$ cat src/afe_regs_pkg.sv
package afe_regs_pkg;

    // ------------------------------------------------------------
    // register indices (byte offsets on the local port)
    // ------------------------------------------------------------
    localparam logic [2:0] REGULATOR_CONTROL_OFS = 3'h0;
    localparam logic [2:0] AMP_SWITCH_CTRL_LOW_OFS = 3'h1;
    localparam logic [2:0] AMP_SWITCH_CTRL_HIGH_OFS = 3'h2;
    localparam logic [2:0] AMP_SUPPLY_SELECT_OFS = 3'h3;
    localparam logic [2:0] AMP_CONTROL_STATUS_OFS = 3'h4;
    localparam logic [2:0] AMP_OFFSET_TRIM_OFS = 3'h5;
    localparam logic [2:0] FEEDBACK_RES_CODE_LOW_OFS = 3'h6;
    localparam logic [2:0] FEEDBACK_RES_CODE_HIGH_OFS = 3'h7;

    // ------------------------------------------------------------
    // field positions
    // ------------------------------------------------------------
    localparam int LDO_REF_SWITCH_BIT = 7;
    localparam int NEG_INPUT_ROUTE_BIT = 4;
    localparam int AMP_ENABLE_BIT = 6;
    localparam int AMP_OUTPUT_STATE_BIT = 5;
    localparam int CALIB_MODE_BIT = 7;
    localparam int CALIB_REFERENCE_BIT = 6;

    // ------------------------------------------------------------
    // reset values
    // ------------------------------------------------------------
    localparam logic [5:0] OFFSET_TRIM_RESET = 6'h20;
    localparam logic [2:0] LDO_MODE_RESET = 3'h0;

    // ------------------------------------------------------------
    // decoded regulator modes
    // ------------------------------------------------------------
    typedef enum logic [2:0] {
        LDO_HI_Z = 3'b000,
        LDO_BYPASS = 3'b001,
        LDO_ON_2V2 = 3'b010,
        LDO_ON_2V5 = 3'b011,
        LDO_ON_3V0 = 3'b100
    } ldo_state_type;

    // feedback resistance in kilohm
    localparam int FB_RES_BASE_KOHM = 1915;
    localparam int FB_RES_STEP_KOHM = 5;
    localparam int FB_RES_TOP_KOHM = 640;

endpackage : afe_regs_pkg

$ cat src/ldo_mode_decode.sv
module ldo_mode_decode
    import afe_regs_pkg::*;
(
    input wire logic [2:0] ldo_mode_sel_in,
    output ldo_state_type ldo_state_out
);
    always_comb begin
        unique case (ldo_mode_sel_in[1:0])
            2'b00: ldo_state_out = LDO_HI_Z;
            2'b01: ldo_state_out = LDO_BYPASS;
            2'b10: ldo_state_out = ldo_mode_sel_in[2] ? LDO_ON_3V0
                                                      : LDO_ON_2V2;
            2'b11: ldo_state_out = ldo_mode_sel_in[2] ? LDO_ON_3V0
                                                      : LDO_ON_2V5;
        endcase
    end
endmodule : ldo_mode_decode

$ cat src/feedback_res_calc.sv
module feedback_res_calc
    import afe_regs_pkg::*;
(
    input wire logic [7:0] feedback_code_low_in,
    input wire logic feedback_code_top_in,
    output logic [10:0] res_kohm_out
);
    logic [10:0] step_part;
    logic [10:0] top_part;
    always_comb begin
        step_part = 11'(feedback_code_low_in) * 11'(FB_RES_STEP_KOHM);
        top_part = feedback_code_top_in ? 11'(FB_RES_TOP_KOHM) : 11'h000;
        res_kohm_out = 11'(FB_RES_BASE_KOHM) - step_part - top_part;
    end
endmodule : feedback_res_calc

$ cat src/ldo_and_gas_afe_control_regs.sv
// The placing of the registers and the strobed register port were decided locally.
module ldo_and_gas_afe_control_regs
    import afe_regs_pkg::*;
(
    input wire logic sys_clk_in,
    input wire logic reset_n_in,
    input wire logic [2:0] addr_in,
    input wire logic [7:0] wdata_in,
    input wire logic write_in,
    input wire logic read_in,
    output logic [7:0] rdata_out,
    input wire logic amp_comparator_in,
    output logic ldo_ref_switch_out,
    output logic [2:0] ldo_mode_sel_out,
    output ldo_state_type ldo_state_out,
    output logic [7:0] amp_switch_out,
    output logic amp_switch_8_out,
    output logic [1:0] amp_supply_sel_out,
    output logic amp_enable_out,
    output logic [1:0] amp_bandwidth_sel_out,
    output logic calib_mode_sel_out,
    output logic calib_reference_sel_out,
    output logic [5:0] offset_trim_code_out,
    output logic [7:0] feedback_code_low_out,
    output logic feedback_code_top_out,
    output logic [10:0] feedback_res_kohm_out
);

    // ------------------------------------------------------------
    // stored fields
    // ------------------------------------------------------------
    logic ldo_ref_switch;
    logic [2:0] ldo_mode_sel;
    logic [7:0] amp_switch_low;
    logic amp_switch_8;
    logic [1:0] amp_supply_sel;
    logic amp_enable;
    logic [1:0] amp_bandwidth_sel;
    logic calib_mode_sel;
    logic calib_reference_sel;
    logic [5:0] offset_trim_code;
    logic [7:0] feedback_code_low;
    logic feedback_code_top;
    logic comp_meta;
    logic comp_sync;
    logic amp_output_state;
    ldo_state_type next_ldo_state;
    logic [10:0] next_res_kohm;
    logic [7:0] next_rdata;

    function automatic logic wr(input logic [2:0] ofs);
        wr = write_in && (addr_in == ofs);
    endfunction : wr

    // ------------------------------------------------------------
    // register writes
    // ------------------------------------------------------------
    always_ff @(posedge sys_clk_in) begin
        if (!reset_n_in) begin
            ldo_ref_switch <= 1'b0;
            ldo_mode_sel <= LDO_MODE_RESET;
        end else if (wr(REGULATOR_CONTROL_OFS)) begin
            ldo_ref_switch <= wdata_in[LDO_REF_SWITCH_BIT];
            ldo_mode_sel <= wdata_in[2:0];
        end
    end

    always_ff @(posedge sys_clk_in) begin
        if (!reset_n_in) begin
            amp_switch_low <= 8'h00;
            amp_switch_8 <= 1'b0;
            amp_supply_sel <= 2'h0;
        end else begin
            if (wr(AMP_SWITCH_CTRL_LOW_OFS)) begin
                amp_switch_low <= wdata_in;
            end
            if (wr(AMP_SWITCH_CTRL_HIGH_OFS)) begin
                amp_switch_8 <= wdata_in[0];
            end
            if (wr(AMP_SUPPLY_SELECT_OFS)) begin
                amp_supply_sel <= wdata_in[1:0];
            end
        end
    end

    always_ff @(posedge sys_clk_in) begin
        if (!reset_n_in) begin
            amp_enable <= 1'b0;
            amp_bandwidth_sel <= 2'h0;
        end else if (wr(AMP_CONTROL_STATUS_OFS)) begin
            // the status bit is read only, so bit 5 of a write is dropped
            amp_enable <= wdata_in[AMP_ENABLE_BIT];
            amp_bandwidth_sel <= wdata_in[1:0];
        end
    end

    always_ff @(posedge sys_clk_in) begin
        if (!reset_n_in) begin
            calib_mode_sel <= 1'b0;
            calib_reference_sel <= 1'b0;
            offset_trim_code <= OFFSET_TRIM_RESET;
        end else if (wr(AMP_OFFSET_TRIM_OFS)) begin
            calib_mode_sel <= wdata_in[CALIB_MODE_BIT];
            calib_reference_sel <= wdata_in[CALIB_REFERENCE_BIT];
            offset_trim_code <= wdata_in[5:0];
        end
    end

    always_ff @(posedge sys_clk_in) begin
        if (!reset_n_in) begin
            feedback_code_low <= 8'h00;
            feedback_code_top <= 1'b0;
        end else begin
            if (wr(FEEDBACK_RES_CODE_LOW_OFS)) begin
                feedback_code_low <= wdata_in;
            end
            if (wr(FEEDBACK_RES_CODE_HIGH_OFS)) begin
                feedback_code_top <= wdata_in[0];
            end
        end
    end

    // ------------------------------------------------------------
    // amplifier comparator status
    // ------------------------------------------------------------
    // analog level, so two flops before anything looks at it
    always_ff @(posedge sys_clk_in) begin
        if (!reset_n_in) begin
            comp_meta <= 1'b0;
            comp_sync <= 1'b0;
        end else begin
            comp_meta <= amp_comparator_in;
            comp_sync <= comp_meta;
        end
    end

    always_comb begin
        amp_output_state = calib_mode_sel & comp_sync;
    end

    // ------------------------------------------------------------
    // read port
    // ------------------------------------------------------------
    always_comb begin
        next_rdata = 8'h00;
        unique case (addr_in)
            REGULATOR_CONTROL_OFS:
                next_rdata = {ldo_ref_switch, 4'h0, ldo_mode_sel};
            AMP_SWITCH_CTRL_LOW_OFS:
                next_rdata = amp_switch_low;
            AMP_SWITCH_CTRL_HIGH_OFS:
                next_rdata = {7'h00, amp_switch_8};
            AMP_SUPPLY_SELECT_OFS:
                next_rdata = {6'h00, amp_supply_sel};
            AMP_CONTROL_STATUS_OFS:
                next_rdata = {1'b0, amp_enable, amp_output_state,
                              3'h0, amp_bandwidth_sel};
            AMP_OFFSET_TRIM_OFS:
                next_rdata = {calib_mode_sel, calib_reference_sel,
                              offset_trim_code};
            FEEDBACK_RES_CODE_LOW_OFS:
                next_rdata = feedback_code_low;
            FEEDBACK_RES_CODE_HIGH_OFS:
                next_rdata = {7'h00, feedback_code_top};
        endcase
    end

    // data stands only in the cycle after the strobe, zero otherwise
    always_ff @(posedge sys_clk_in) begin
        if (!reset_n_in) begin
            rdata_out <= 8'h00;
        end else begin
            rdata_out <= read_in ? next_rdata : 8'h00;
        end
    end

    // ------------------------------------------------------------
    // analog control outputs
    // ------------------------------------------------------------
    ldo_mode_decode mode_decode (
        .ldo_mode_sel_in(ldo_mode_sel),
        .ldo_state_out(next_ldo_state)
    );

    feedback_res_calc res_calc (
        .feedback_code_low_in(feedback_code_low),
        .feedback_code_top_in(feedback_code_top),
        .res_kohm_out(next_res_kohm)
    );

    // outputs are flopped once more, so controls lag a write by one
    // further edge; keeps every output glitch free toward the analog
    always_ff @(posedge sys_clk_in) begin
        if (!reset_n_in) begin
            ldo_ref_switch_out <= 1'b0;
            ldo_mode_sel_out <= LDO_MODE_RESET;
            ldo_state_out <= LDO_HI_Z;
            amp_switch_out <= 8'h00;
            amp_switch_8_out <= 1'b0;
            amp_supply_sel_out <= 2'h0;
            amp_enable_out <= 1'b0;
            amp_bandwidth_sel_out <= 2'h0;
            calib_mode_sel_out <= 1'b0;
            calib_reference_sel_out <= 1'b0;
            offset_trim_code_out <= OFFSET_TRIM_RESET;
            feedback_code_low_out <= 8'h00;
            feedback_code_top_out <= 1'b0;
            feedback_res_kohm_out <= 11'(FB_RES_BASE_KOHM);
        end else begin
            ldo_ref_switch_out <= ldo_ref_switch;
            ldo_mode_sel_out <= ldo_mode_sel;
            ldo_state_out <= next_ldo_state;
            amp_switch_out <= amp_switch_low;
            amp_switch_8_out <= amp_switch_8;
            amp_supply_sel_out <= amp_supply_sel;
            amp_enable_out <= amp_enable;
            amp_bandwidth_sel_out <= amp_bandwidth_sel;
            calib_mode_sel_out <= calib_mode_sel;
            calib_reference_sel_out <= calib_reference_sel;
            offset_trim_code_out <= offset_trim_code;
            feedback_code_low_out <= feedback_code_low;
            feedback_code_top_out <= feedback_code_top;
            feedback_res_kohm_out <= next_res_kohm;
        end
    end

endmodule : ldo_and_gas_afe_control_regs

$ cat config.mk
export PLATFORM = sky130hd
export DESIGN_NAME = ldo_and_gas_afe_control_regs
export DESIGN_NICKNAME = d
export VERILOG_FILES = /design/src/afe_regs_pkg.sv /design/src/ldo_mode_decode.sv /design/src/feedback_res_calc.sv /design/src/ldo_and_gas_afe_control_regs.sv
export SDC_FILE = /design/constraint.sdc
export NUM_CORES = 1
export LEC_CHECK = 0
export BUFFER_PORTS_ARGS = -buffer_cell sky130_fd_sc_hd__buf_2
export CORE_MARGIN = 4
export CORE_UTILIZATION = 49
export DETAILED_ROUTE_END_ITERATION = 6
export GPL_TIMING_DRIVEN = 0
export HOLD_SLACK_MARGIN = 0.05
export PLACE_DENSITY_LB_ADDON = 0.2
export SETUP_SLACK_MARGIN = 0.1
export SLEW_MARGIN = 20
export SYNTH_ARGS = -nofsm -noshare
export SYNTH_HDL_FRONTEND = slang
export SYNTH_SLANG_ARGS = --single-unit
$ cat constraint.sdc
create_clock -name sys_clk_in -period 2.1 [get_ports sys_clk_in]
set_input_delay 0.105 -clock sys_clk_in [delete_from_list [all_inputs] [get_ports sys_clk_in]]
set_output_delay 0.105 -clock sys_clk_in [all_outputs]
set_load 0.05 [all_outputs]
After elaboration in Yosys (flattened, before gate mapping)
Index checks and enable logic that the tools add are counted.

Flip-flop bits (word level): 94. Output and inout port bits: 57. Logic and storage cells: 59.

Add/sub/neg operators: 2. Multipliers: 1. Eq/ne operators: 10. Mux-type cells: 5. Bitwise operators: 1. Reductions and logical operators: 11.

Operators with widths (count): $pmux W8 S8 (1); $eq A3 B3 Y1 const B (4); $pmux W3 S4 (1); $mul A8 B3 Y11 const B (1); $sub A11 B11 Y11 (1); $sub A11 B11 Y11 const A (1); $mux W10 (1); $logic_and A1 B1 Y1 (8); $eq A3 B2 Y1 const B (2); $mux W3 (2); $eq A2 B2 Y1 const B (2); $eq A3 B1 Y1 const B (1); $logic_not A3 Y1 (1); $eq A2 B1 Y1 const B (1); $logic_not A2 Y1 (1); $reduce_and A2 Y1 (1); $and A1 B1 Y1 (1).

Logic depth before layout (Yosys ltp)
Gate-level depths: netlist of run 1.

Depth after elaboration: 3. Gate-level depth with buffers: 9. Depth with buffers taken out: 9.

By module
A second synthesis of run 1 with hierarchy kept.

Cell total of the unflattened synthesis: 395. Area, all modules: 3961.3 um^2.

Modules (own cells, without submodules): ldo_and_gas_afe_control_regs (instances 1, cells each 319, area an instance 3403.3 um^2, seq. area each 1881.8 um^2); feedback_res_calc (instances 1, cells each 73, area an instance 534.3 um^2, seq. area each 0.0 um^2); ldo_mode_decode (instances 1, cells each 3, area an instance 23.8 um^2, seq. area each 0.0 um^2).

Worst setup path after synthesis of run 1
No wires, ideal clock.

Path kind: register to register. Start point: register feedback_code_low[5]. End point: register feedback_res_kohm_out[9]. Library setup time: 0.123 ns. Data arrival time: 2.173 ns. Required time: 1.977 ns. Path slack: -0.196 ns. Cell stages (with the launch flop): 9. Path buffers: 0. Clock period less this slack: 2.296 ns. Cell sequence: dfxtp_1 > ha_1 > ha_1 > ha_1 > inv_1 > ha_1 > or4_1 > o22ai_1 > mux2_1.

Word-level cells in the longest chain between the ends: 3.

Ends and longest elaborated chain: start: declaration (line ldo_and_gas_afe_control_regs.sv:42) `logic [7:0] feedback_code_low;`; start signal: assignment (line ldo_and_gas_afe_control_regs.sv:115) `feedback_code_low <= wdata_in;`; $mul A8 B3 Y11 (line feedback_res_calc.sv:11) `step_part = 11'(feedback_code_low_in) * 11'(FB_RES_STEP_KOHM);`; $sub A11 B11 Y11 (2 in series) (line feedback_res_calc.sv:13) `res_kohm_out = 11'(FB_RES_BASE_KOHM) - step_part - top_part;`; end signal: assignment (line ldo_and_gas_afe_control_regs.sv:208) `feedback_res_kohm_out <= 11'(FB_RES_BASE_KOHM);`; end signal: assignment (line ldo_and_gas_afe_control_regs.sv:223) `feedback_res_kohm_out <= next_res_kohm;`; end: declaration (line ldo_and_gas_afe_control_regs.sv:26) `output logic [10:0] feedback_res_kohm_out`.

No other way between the ends. A chain may end at the register's enable or synchronous reset.

Final worst setup path of run 1
Start point: register feedback_code_top. End point: register feedback_res_kohm_out[9].

Word-level cells in the longest chain between the ends: 2.

Ends and longest elaborated chain: start: declaration (line ldo_and_gas_afe_control_regs.sv:43) `logic feedback_code_top;`; start signal: assignment (line ldo_and_gas_afe_control_regs.sv:118) `feedback_code_top <= wdata_in[0];`; $mux W10 (line feedback_res_calc.sv:12) `top_part = feedback_code_top_in ? 11'(FB_RES_TOP_KOHM) : 11'h000;`; $sub A11 B11 Y11 (line feedback_res_calc.sv:13).

No other way between the ends.

==> metrics.yaml, run 1 <==
die_h_um: 95.5
synth_edf_count: 0
yosys_register_bits: 94
ir_worst_vdd_v: 0.000347
clkSinkCount: 94
yosys_warnings: 0
drv_slew: 0
synth-simple-area-share: 0.215
status: "finished with violations"
rsz0062_at_grt: "yes"
numPortBuffers: 68
cts.clk_slew.worst_paths_ps: 90
place_area_um2: 4300
drive_above_1_share: 0.286
clockBufferDepth: 2
fin_skew_ps: 11.2
dp.final_hpwl_um: 6330
grt_busiest_layer: "met2"
critPathArrivalTime_ps: 2430
postSynthCellCount: 387
slowest_delay_ps: 430
cts_tree: "done"
grt.total_usage: 0.208
cts.htree.levels: 3
synth_xor_area_frac: 0.00233
dr_total_vias: 2958
nets: 515
coreArea_um2: 7330
setup_ws_ps: -81.5
yosys-top-cells-area: "dfxtp_1 50%, and2_1 6.0%, nand2_1 5.9%"
grtUsageMet3: 0.0434
clk-insertion-delay-late_ps: 350
required_ps: 2350
io-pin-count: 73
ys_types: 46
maxCapViolations: 0
cts_buffers: 9
row_count: 31
syn2layout_area_growth_pct: 27.3
leakage_nw: 1.97
gp_congestion: 0.917
grt_use_met2: 0.349
antenna_left: 0
use_met1: 0.271
grt_max_degree: 15
fmax_mhz: 458
worst_setup_path_start_kind: "flop"
crit_buf_inv: 1
grt-ovfl-total: 0
start_util: 0.512
viasPerCell: 5.06
hold_viol: 0
critical_path.most_common_cell: "ha_4"
path_max_fanout: 2
finalSetupViolCount: 1
drc: 0
diodes: 0
crit_chain: "ha_4 > ha_4 > ha_4 > inv_2 > ha_4 > or4_4 > o22ai_4 > mux2_4"
antenna_found_initial: 0
synth_seq_area_share: 0.502
syn_nets: 421
cpMaxStageDelayCell: "or4_4"
synthFlopType: "dfxtp_1"
dieArea_um2: 9120
grt_pass1_vias: 2847
netlist.top_cell.by_area: "dfxtp_1"
worstSetupPathType: "reg2reg"
cp_top_family: "adder cells"
netlist.area_leader.share: 0.502
wl_per_cell_um: 15.5
hold_path.class: "in2reg"
layout_min_cycle_time_ps: 2180
design_area_um2: 4770
firstDrtPassIters: 4
violations: "negative setup slack"
synth_fa_ha_area_frac: 0.0640
worst_pin_slew_ps: 591
grt_pass1_wl_um: 14400
synth-compound-area-share: 0.111
avgSynthCellArea_um2: 9.69
synth_top_family_by_area: "simple AND/OR/NAND/NOR gates"
cp-end-kind: "flop"
routed_wl_um: 9050
relSlewSlack: 0.604
drtIter0Drc: 160
async_flop_share: 0
synth_area_um2: 3750
root_buffer: "clkbuf_8"
power_density_nw_per_um2: 692
die_x_um: 95.5
finalCritPeriodShare: 1.04
holdWs_ps: 54.2
muxShareOfSynthArea: 0.0610
power by group:
part	switching, mW	internal [mW]	leakage (nW)
combinational	0.227	0.131	1.12
sequential	0.0209	1.81	0.766
clock	0.585	0.529	0.0889
tightest hold or removal path, cell delays in order:
cell and delay (ps):
buf_2 140, nand2_1 60, a21boi_1 50
stage by stage:
| stage | setup slack, ps | TNS [ps] | utilization | power [mW] | instances |
|---|---|---|---|---|---|
| finish | -81.5 | -81.5 | 0.651 | 3.30 | 585 |
| global route | -131 | -160 | 0.651 | 3.44 | 585 |
| CTS | -56.7 | -56.7 | 0.632 | 3.31 | 580 |
| detailed placement | -137 | -333 | 0.586 | 2.19 | 554 |
| global placement | -140 | -281 | 0.586 | 2.19 | 554 |
| floorplan | -13.0 | -13.0 | - | 2.10 | 387 |
kinds of logic after synthesis:
family | after synthesis
and+or+nand+nor | 157
adders and majority gates | 18
muxes | 19
AOI/OAI and AO/OA | 59
xor gates and xnor gates | 1
buffers and inverters | 39
DFF | 94
final timing paths:
path	startpoint	end	slack, ps	depth (start not counted)
worst max-delay path	feedback_code_top	feedback_res_kohm_out[9]	-80	8
worst min-delay path	wdata_in[7]	calib_mode_sel	50	3
worst max register to register	feedback_code_top	feedback_res_kohm_out[9]	-80	8
worst min register to register	comp_meta	comp_sync	460	1
what timing repair did:
| item | 4_1_cts | 5_1_grt |
|---|---|---|
| pin swaps | 10 | 10 |
| resized for setup | 18 | 22 |
| hold buffers | 5 | 0 |
| endpoints found under the hold margin | 11 | 0 |
| setup buffers | 5 | 5 |
| endpoints found under the setup margin | 4 | 4 |
layer usage:
metal  vias up  routed length [um]
met5         -                   0
met3        16                 536
li1       1482                   -
met1      1368                3950
met4         0                 114
met2        92                4450
flip-flops by register name, indices dropped and copies added (netlist names), 2 cells and up:
signal                 cells
amp_switch_out             8
offset_trim_code_out       6
feedback_code_low_out      8
ldo_mode_sel_out           3
feedback_res_kohm_out     11
amp_switch_low             8
ldo_mode_sel               3
offset_trim_code           6
rdata_out                  8
amp_supply_sel_out         2
amp_bandwidth_sel          2
amp_supply_sel             2
amp_bandwidth_sel_out      2
ldo_state_out              3
feedback_code_low          8
cell usage after synthesis, types with 2 or more instances:
cell type   n
a211oi_1    3
and2b_1     2
a22o_1      4
nor2b_1    17
a311oi_1    2
o21a_1      2
mux4_2      3
buf_2       4
nor2_1     12
a21oi_1     7
dfxtp_1    94
a21boi_1    8
and3_1      4
and2_1     36
a22oi_1     3
nand3_1     7
clkbuf_1   12
inv_1      20
ha_1       16
or3_1       2
buf_4       2
nand2_1    59
fa_1        2
nand2b_1    6
o21ai_0     6
a21boi_0   16
nor3_1      5
mux2i_1    15
placed cells by master, fill, tap and decap left out, types with 14 or more instances in the layout:
cell,netlist,routed
a21boi_0,16,16
and2_1,36,36
buf_2,4,72
clkbuf_1,12,14
dfxtp_1,94,87
inv_1,20,16
mux2i_1,15,15
nand2_1,59,59
nor2b_1,17,16
area by class of cell:
cell class / count / area [um2]
Fill cell: 604 / 2560
Timing Repair Buffer: 83 / 465
Clock inverter: 2 / 15.0
Multi-Input combinational cell: 254 / 1920
Sequential cell: 94 / 1910
Clock buffer: 14 / 173
Tap cell: 99 / 124
Inverter: 20 / 75.1
Buffer: 19 / 91.3
Power figures use the tool's default switching activity.
==> run 2: changes to the inputs <==
--- a/config.mk
+++ b/config.mk
@@ -6,7 +6,7 @@
 export NUM_CORES = 1
 export LEC_CHECK = 0
 export BUFFER_PORTS_ARGS = -buffer_cell sky130_fd_sc_hd__buf_2
-export CORE_MARGIN = 4
+export CORE_MARGIN = 2
 export CORE_UTILIZATION = 49
 export DETAILED_ROUTE_END_ITERATION = 6
 export GPL_TIMING_DRIVEN = 0
==> run 2 against run 1 <==
The flow still finishes with violations (negative setup slack). Sequential power hardly changed. Total power is 6.0% higher. Non-clock buffer count is 4 lower. Clock-buffer cell count is 5 lower. Design area is 1.9% lower. Cell count is 0.68% lower. Via count is 1.0% lower. Die area is 8.2% lower. Hold slack better by 66 ps. Wire length is 2.6% lower. Highest routed layer unchanged.
==> metrics.yaml, run 2 (synthesis results as in run 1) <==
setup_ws_ps: -109
worstSetupPathType: "reg2reg"
dp.cells: 554
cts_tree: "done"
design_area_um2: 4680
coreArea_um2: 7330
antenna_left: 0
io-pin-count: 73
routed_wl_um: 8820
cpMaxStageDelayCell: "or4_4"
antenna_found_initial: 0
preCtsSetupSlack_ps: -133
hold_viol: 0
grt_max_degree: 17
clockBufferDepth: 2
leakage_nw: 1.96
power_density_nw_per_um2: 748
clk-insertion-delay-late_ps: 360
fin_skew_ps: 13.3
row_count: 31
final_common_cell: "dfxtp_1"
cp-end-kind: "flop"
fmax_mhz: 453
drtIter0Drc: 190
fin_cells: 581
maxCapViolations: 0
finalSetupViolCount: 1
wl_per_cell_um: 15.2
gp_congestion: 0.902
largest_register: "feedback_res_kohm_out"
grt.total_usage: 0.223
violations: "negative setup slack"
syn2layout_area_growth_pct: 24.8
place_area_um2: 4300
die_h_um: 91.5
grt-ovfl-total: 0
dp.final_hpwl_um: 6180
numPortBuffers: 68
dr_total_vias: 2928
fin_util: 0.639
firstDrtPassIters: 5
clkSinkCount: 94
path_max_fanout: 4
die_x_um: 91.5
critPathArrivalTime_ps: 2460
layout_common_cells: "86 x dfxtp_1, 72 x buf_2, 59 x nand2_1"
hold_path.class: "in2reg"
cts.htree.levels: 3
slowest_delay_ps: 420
status: "finished with violations"
start_util: 0.512
drive_above_1_share: 0.255
cts.clk_slew.worst_paths_ps: 90
critical_path.most_common_cell: "ha_4"
cts_buffers: 9
nets: 511
drc: 0
total_power_mw: 3.50
diodes: 0
grt_pass1_wl_um: 14500
ir_worst_vdd_v: 0.000367
required_ps: 2350
layout_min_cycle_time_ps: 2210
grt_pass1_vias: 2847
relSlewSlack: 0.574
worst_pin_slew_ps: 636
largest_reg_flops: 11
regToRegSetupSlack_ps: -110
root_buffer: "clkbuf_8"
finalCritPeriodShare: 1.05
drv_slew: 0
crit_chain: "ha_4 > ha_4 > ha_4 > inv_2 > ha_4 > or4_4 > o22ai_2 > mux2_4"
rsz0062_at_grt: "yes"
viasPerCell: 5.04
dieArea_um2: 8370
worst_setup_path_start_kind: "flop"
run 2: changes by cell type in the layout (fill, tap and decap cells not counted), moves of 3 or more:
cell and change:
ha_4 -5, dfxtp_4 -3, buf_4 -7, dfxtp_2 +4, clkbuf_8 -3, inv_2 -3, ha_2 +3, inv_1 +3
dlygate4sd3_1 +3
run 2: per-layer routing:
layer  up-vias  part of all wire  track usage
met5         -                 0            0
met4         0             0.013       0.0846
met3        11             0.067       0.0315
met2        96              0.47        0.361
met1      1347              0.45        0.303
li1       1474                 -            -
run 2: power by group:
part | internal, mW | switching, mW
Clock | 0.675 | 0.652
Sequential | 1.81 | 0.0210
Combinational | 0.121 | 0.218
run 2: worst max-delay path, delay by kind of cell, from the launching register on:
family	cells	cell delay, ps
AO/OA/AOI/OAI	1	160
adder cells (fa/ha/maj)	4	810
buffers and inverters	1	40
flip-flops	1	370
multiplexers	1	320
AND/OR/NAND/NOR	1	420
run 2: per-stage QoR:
stage | setup TNS (ps) | hold WS (ps)
floorplan | -13.0 | 229
global placement | -291 | 324
detailed placement | -290 | 322
CTS | -91.9 | 113
global route | -273 | 137
finish | -109 | 120
run 2: path summary, 6_finish.rpt:
kind | to | from | cells after the start
setup / recovery | feedback_res_kohm_out[9] | feedback_code_top | 8
hold / removal | ldo_mode_sel_out[0] | reset_n_in | 2
setup reg to reg | feedback_res_kohm_out[9] | feedback_code_top | 8
hold reg to reg | comp_sync | comp_meta | 1
run 2: layout make-up:
| type | instances | area, um2 |
|---|---|---|
| fill | 644 | 2650 |
| multi-input combinational | 254 | 1830 |
| buffer | 19 | 91.3 |
| tap | 99 | 124 |
| timing repair buffer | 79 | 443 |
| sequential | 94 | 1900 |
| clock inverter | 7 | 97.6 |
| clock buffer | 9 | 124 |
| inverter | 20 | 75.1 |
run 2: repair_timing:
item,in CTS,in global routing
hold buffers,8,0
endpoints found under the setup margin,3,4
cloned,0,0
gates resized for setup,15,5
hold endpoints to repair,19,0
pin swaps,4,2
buffers inserted,3,0
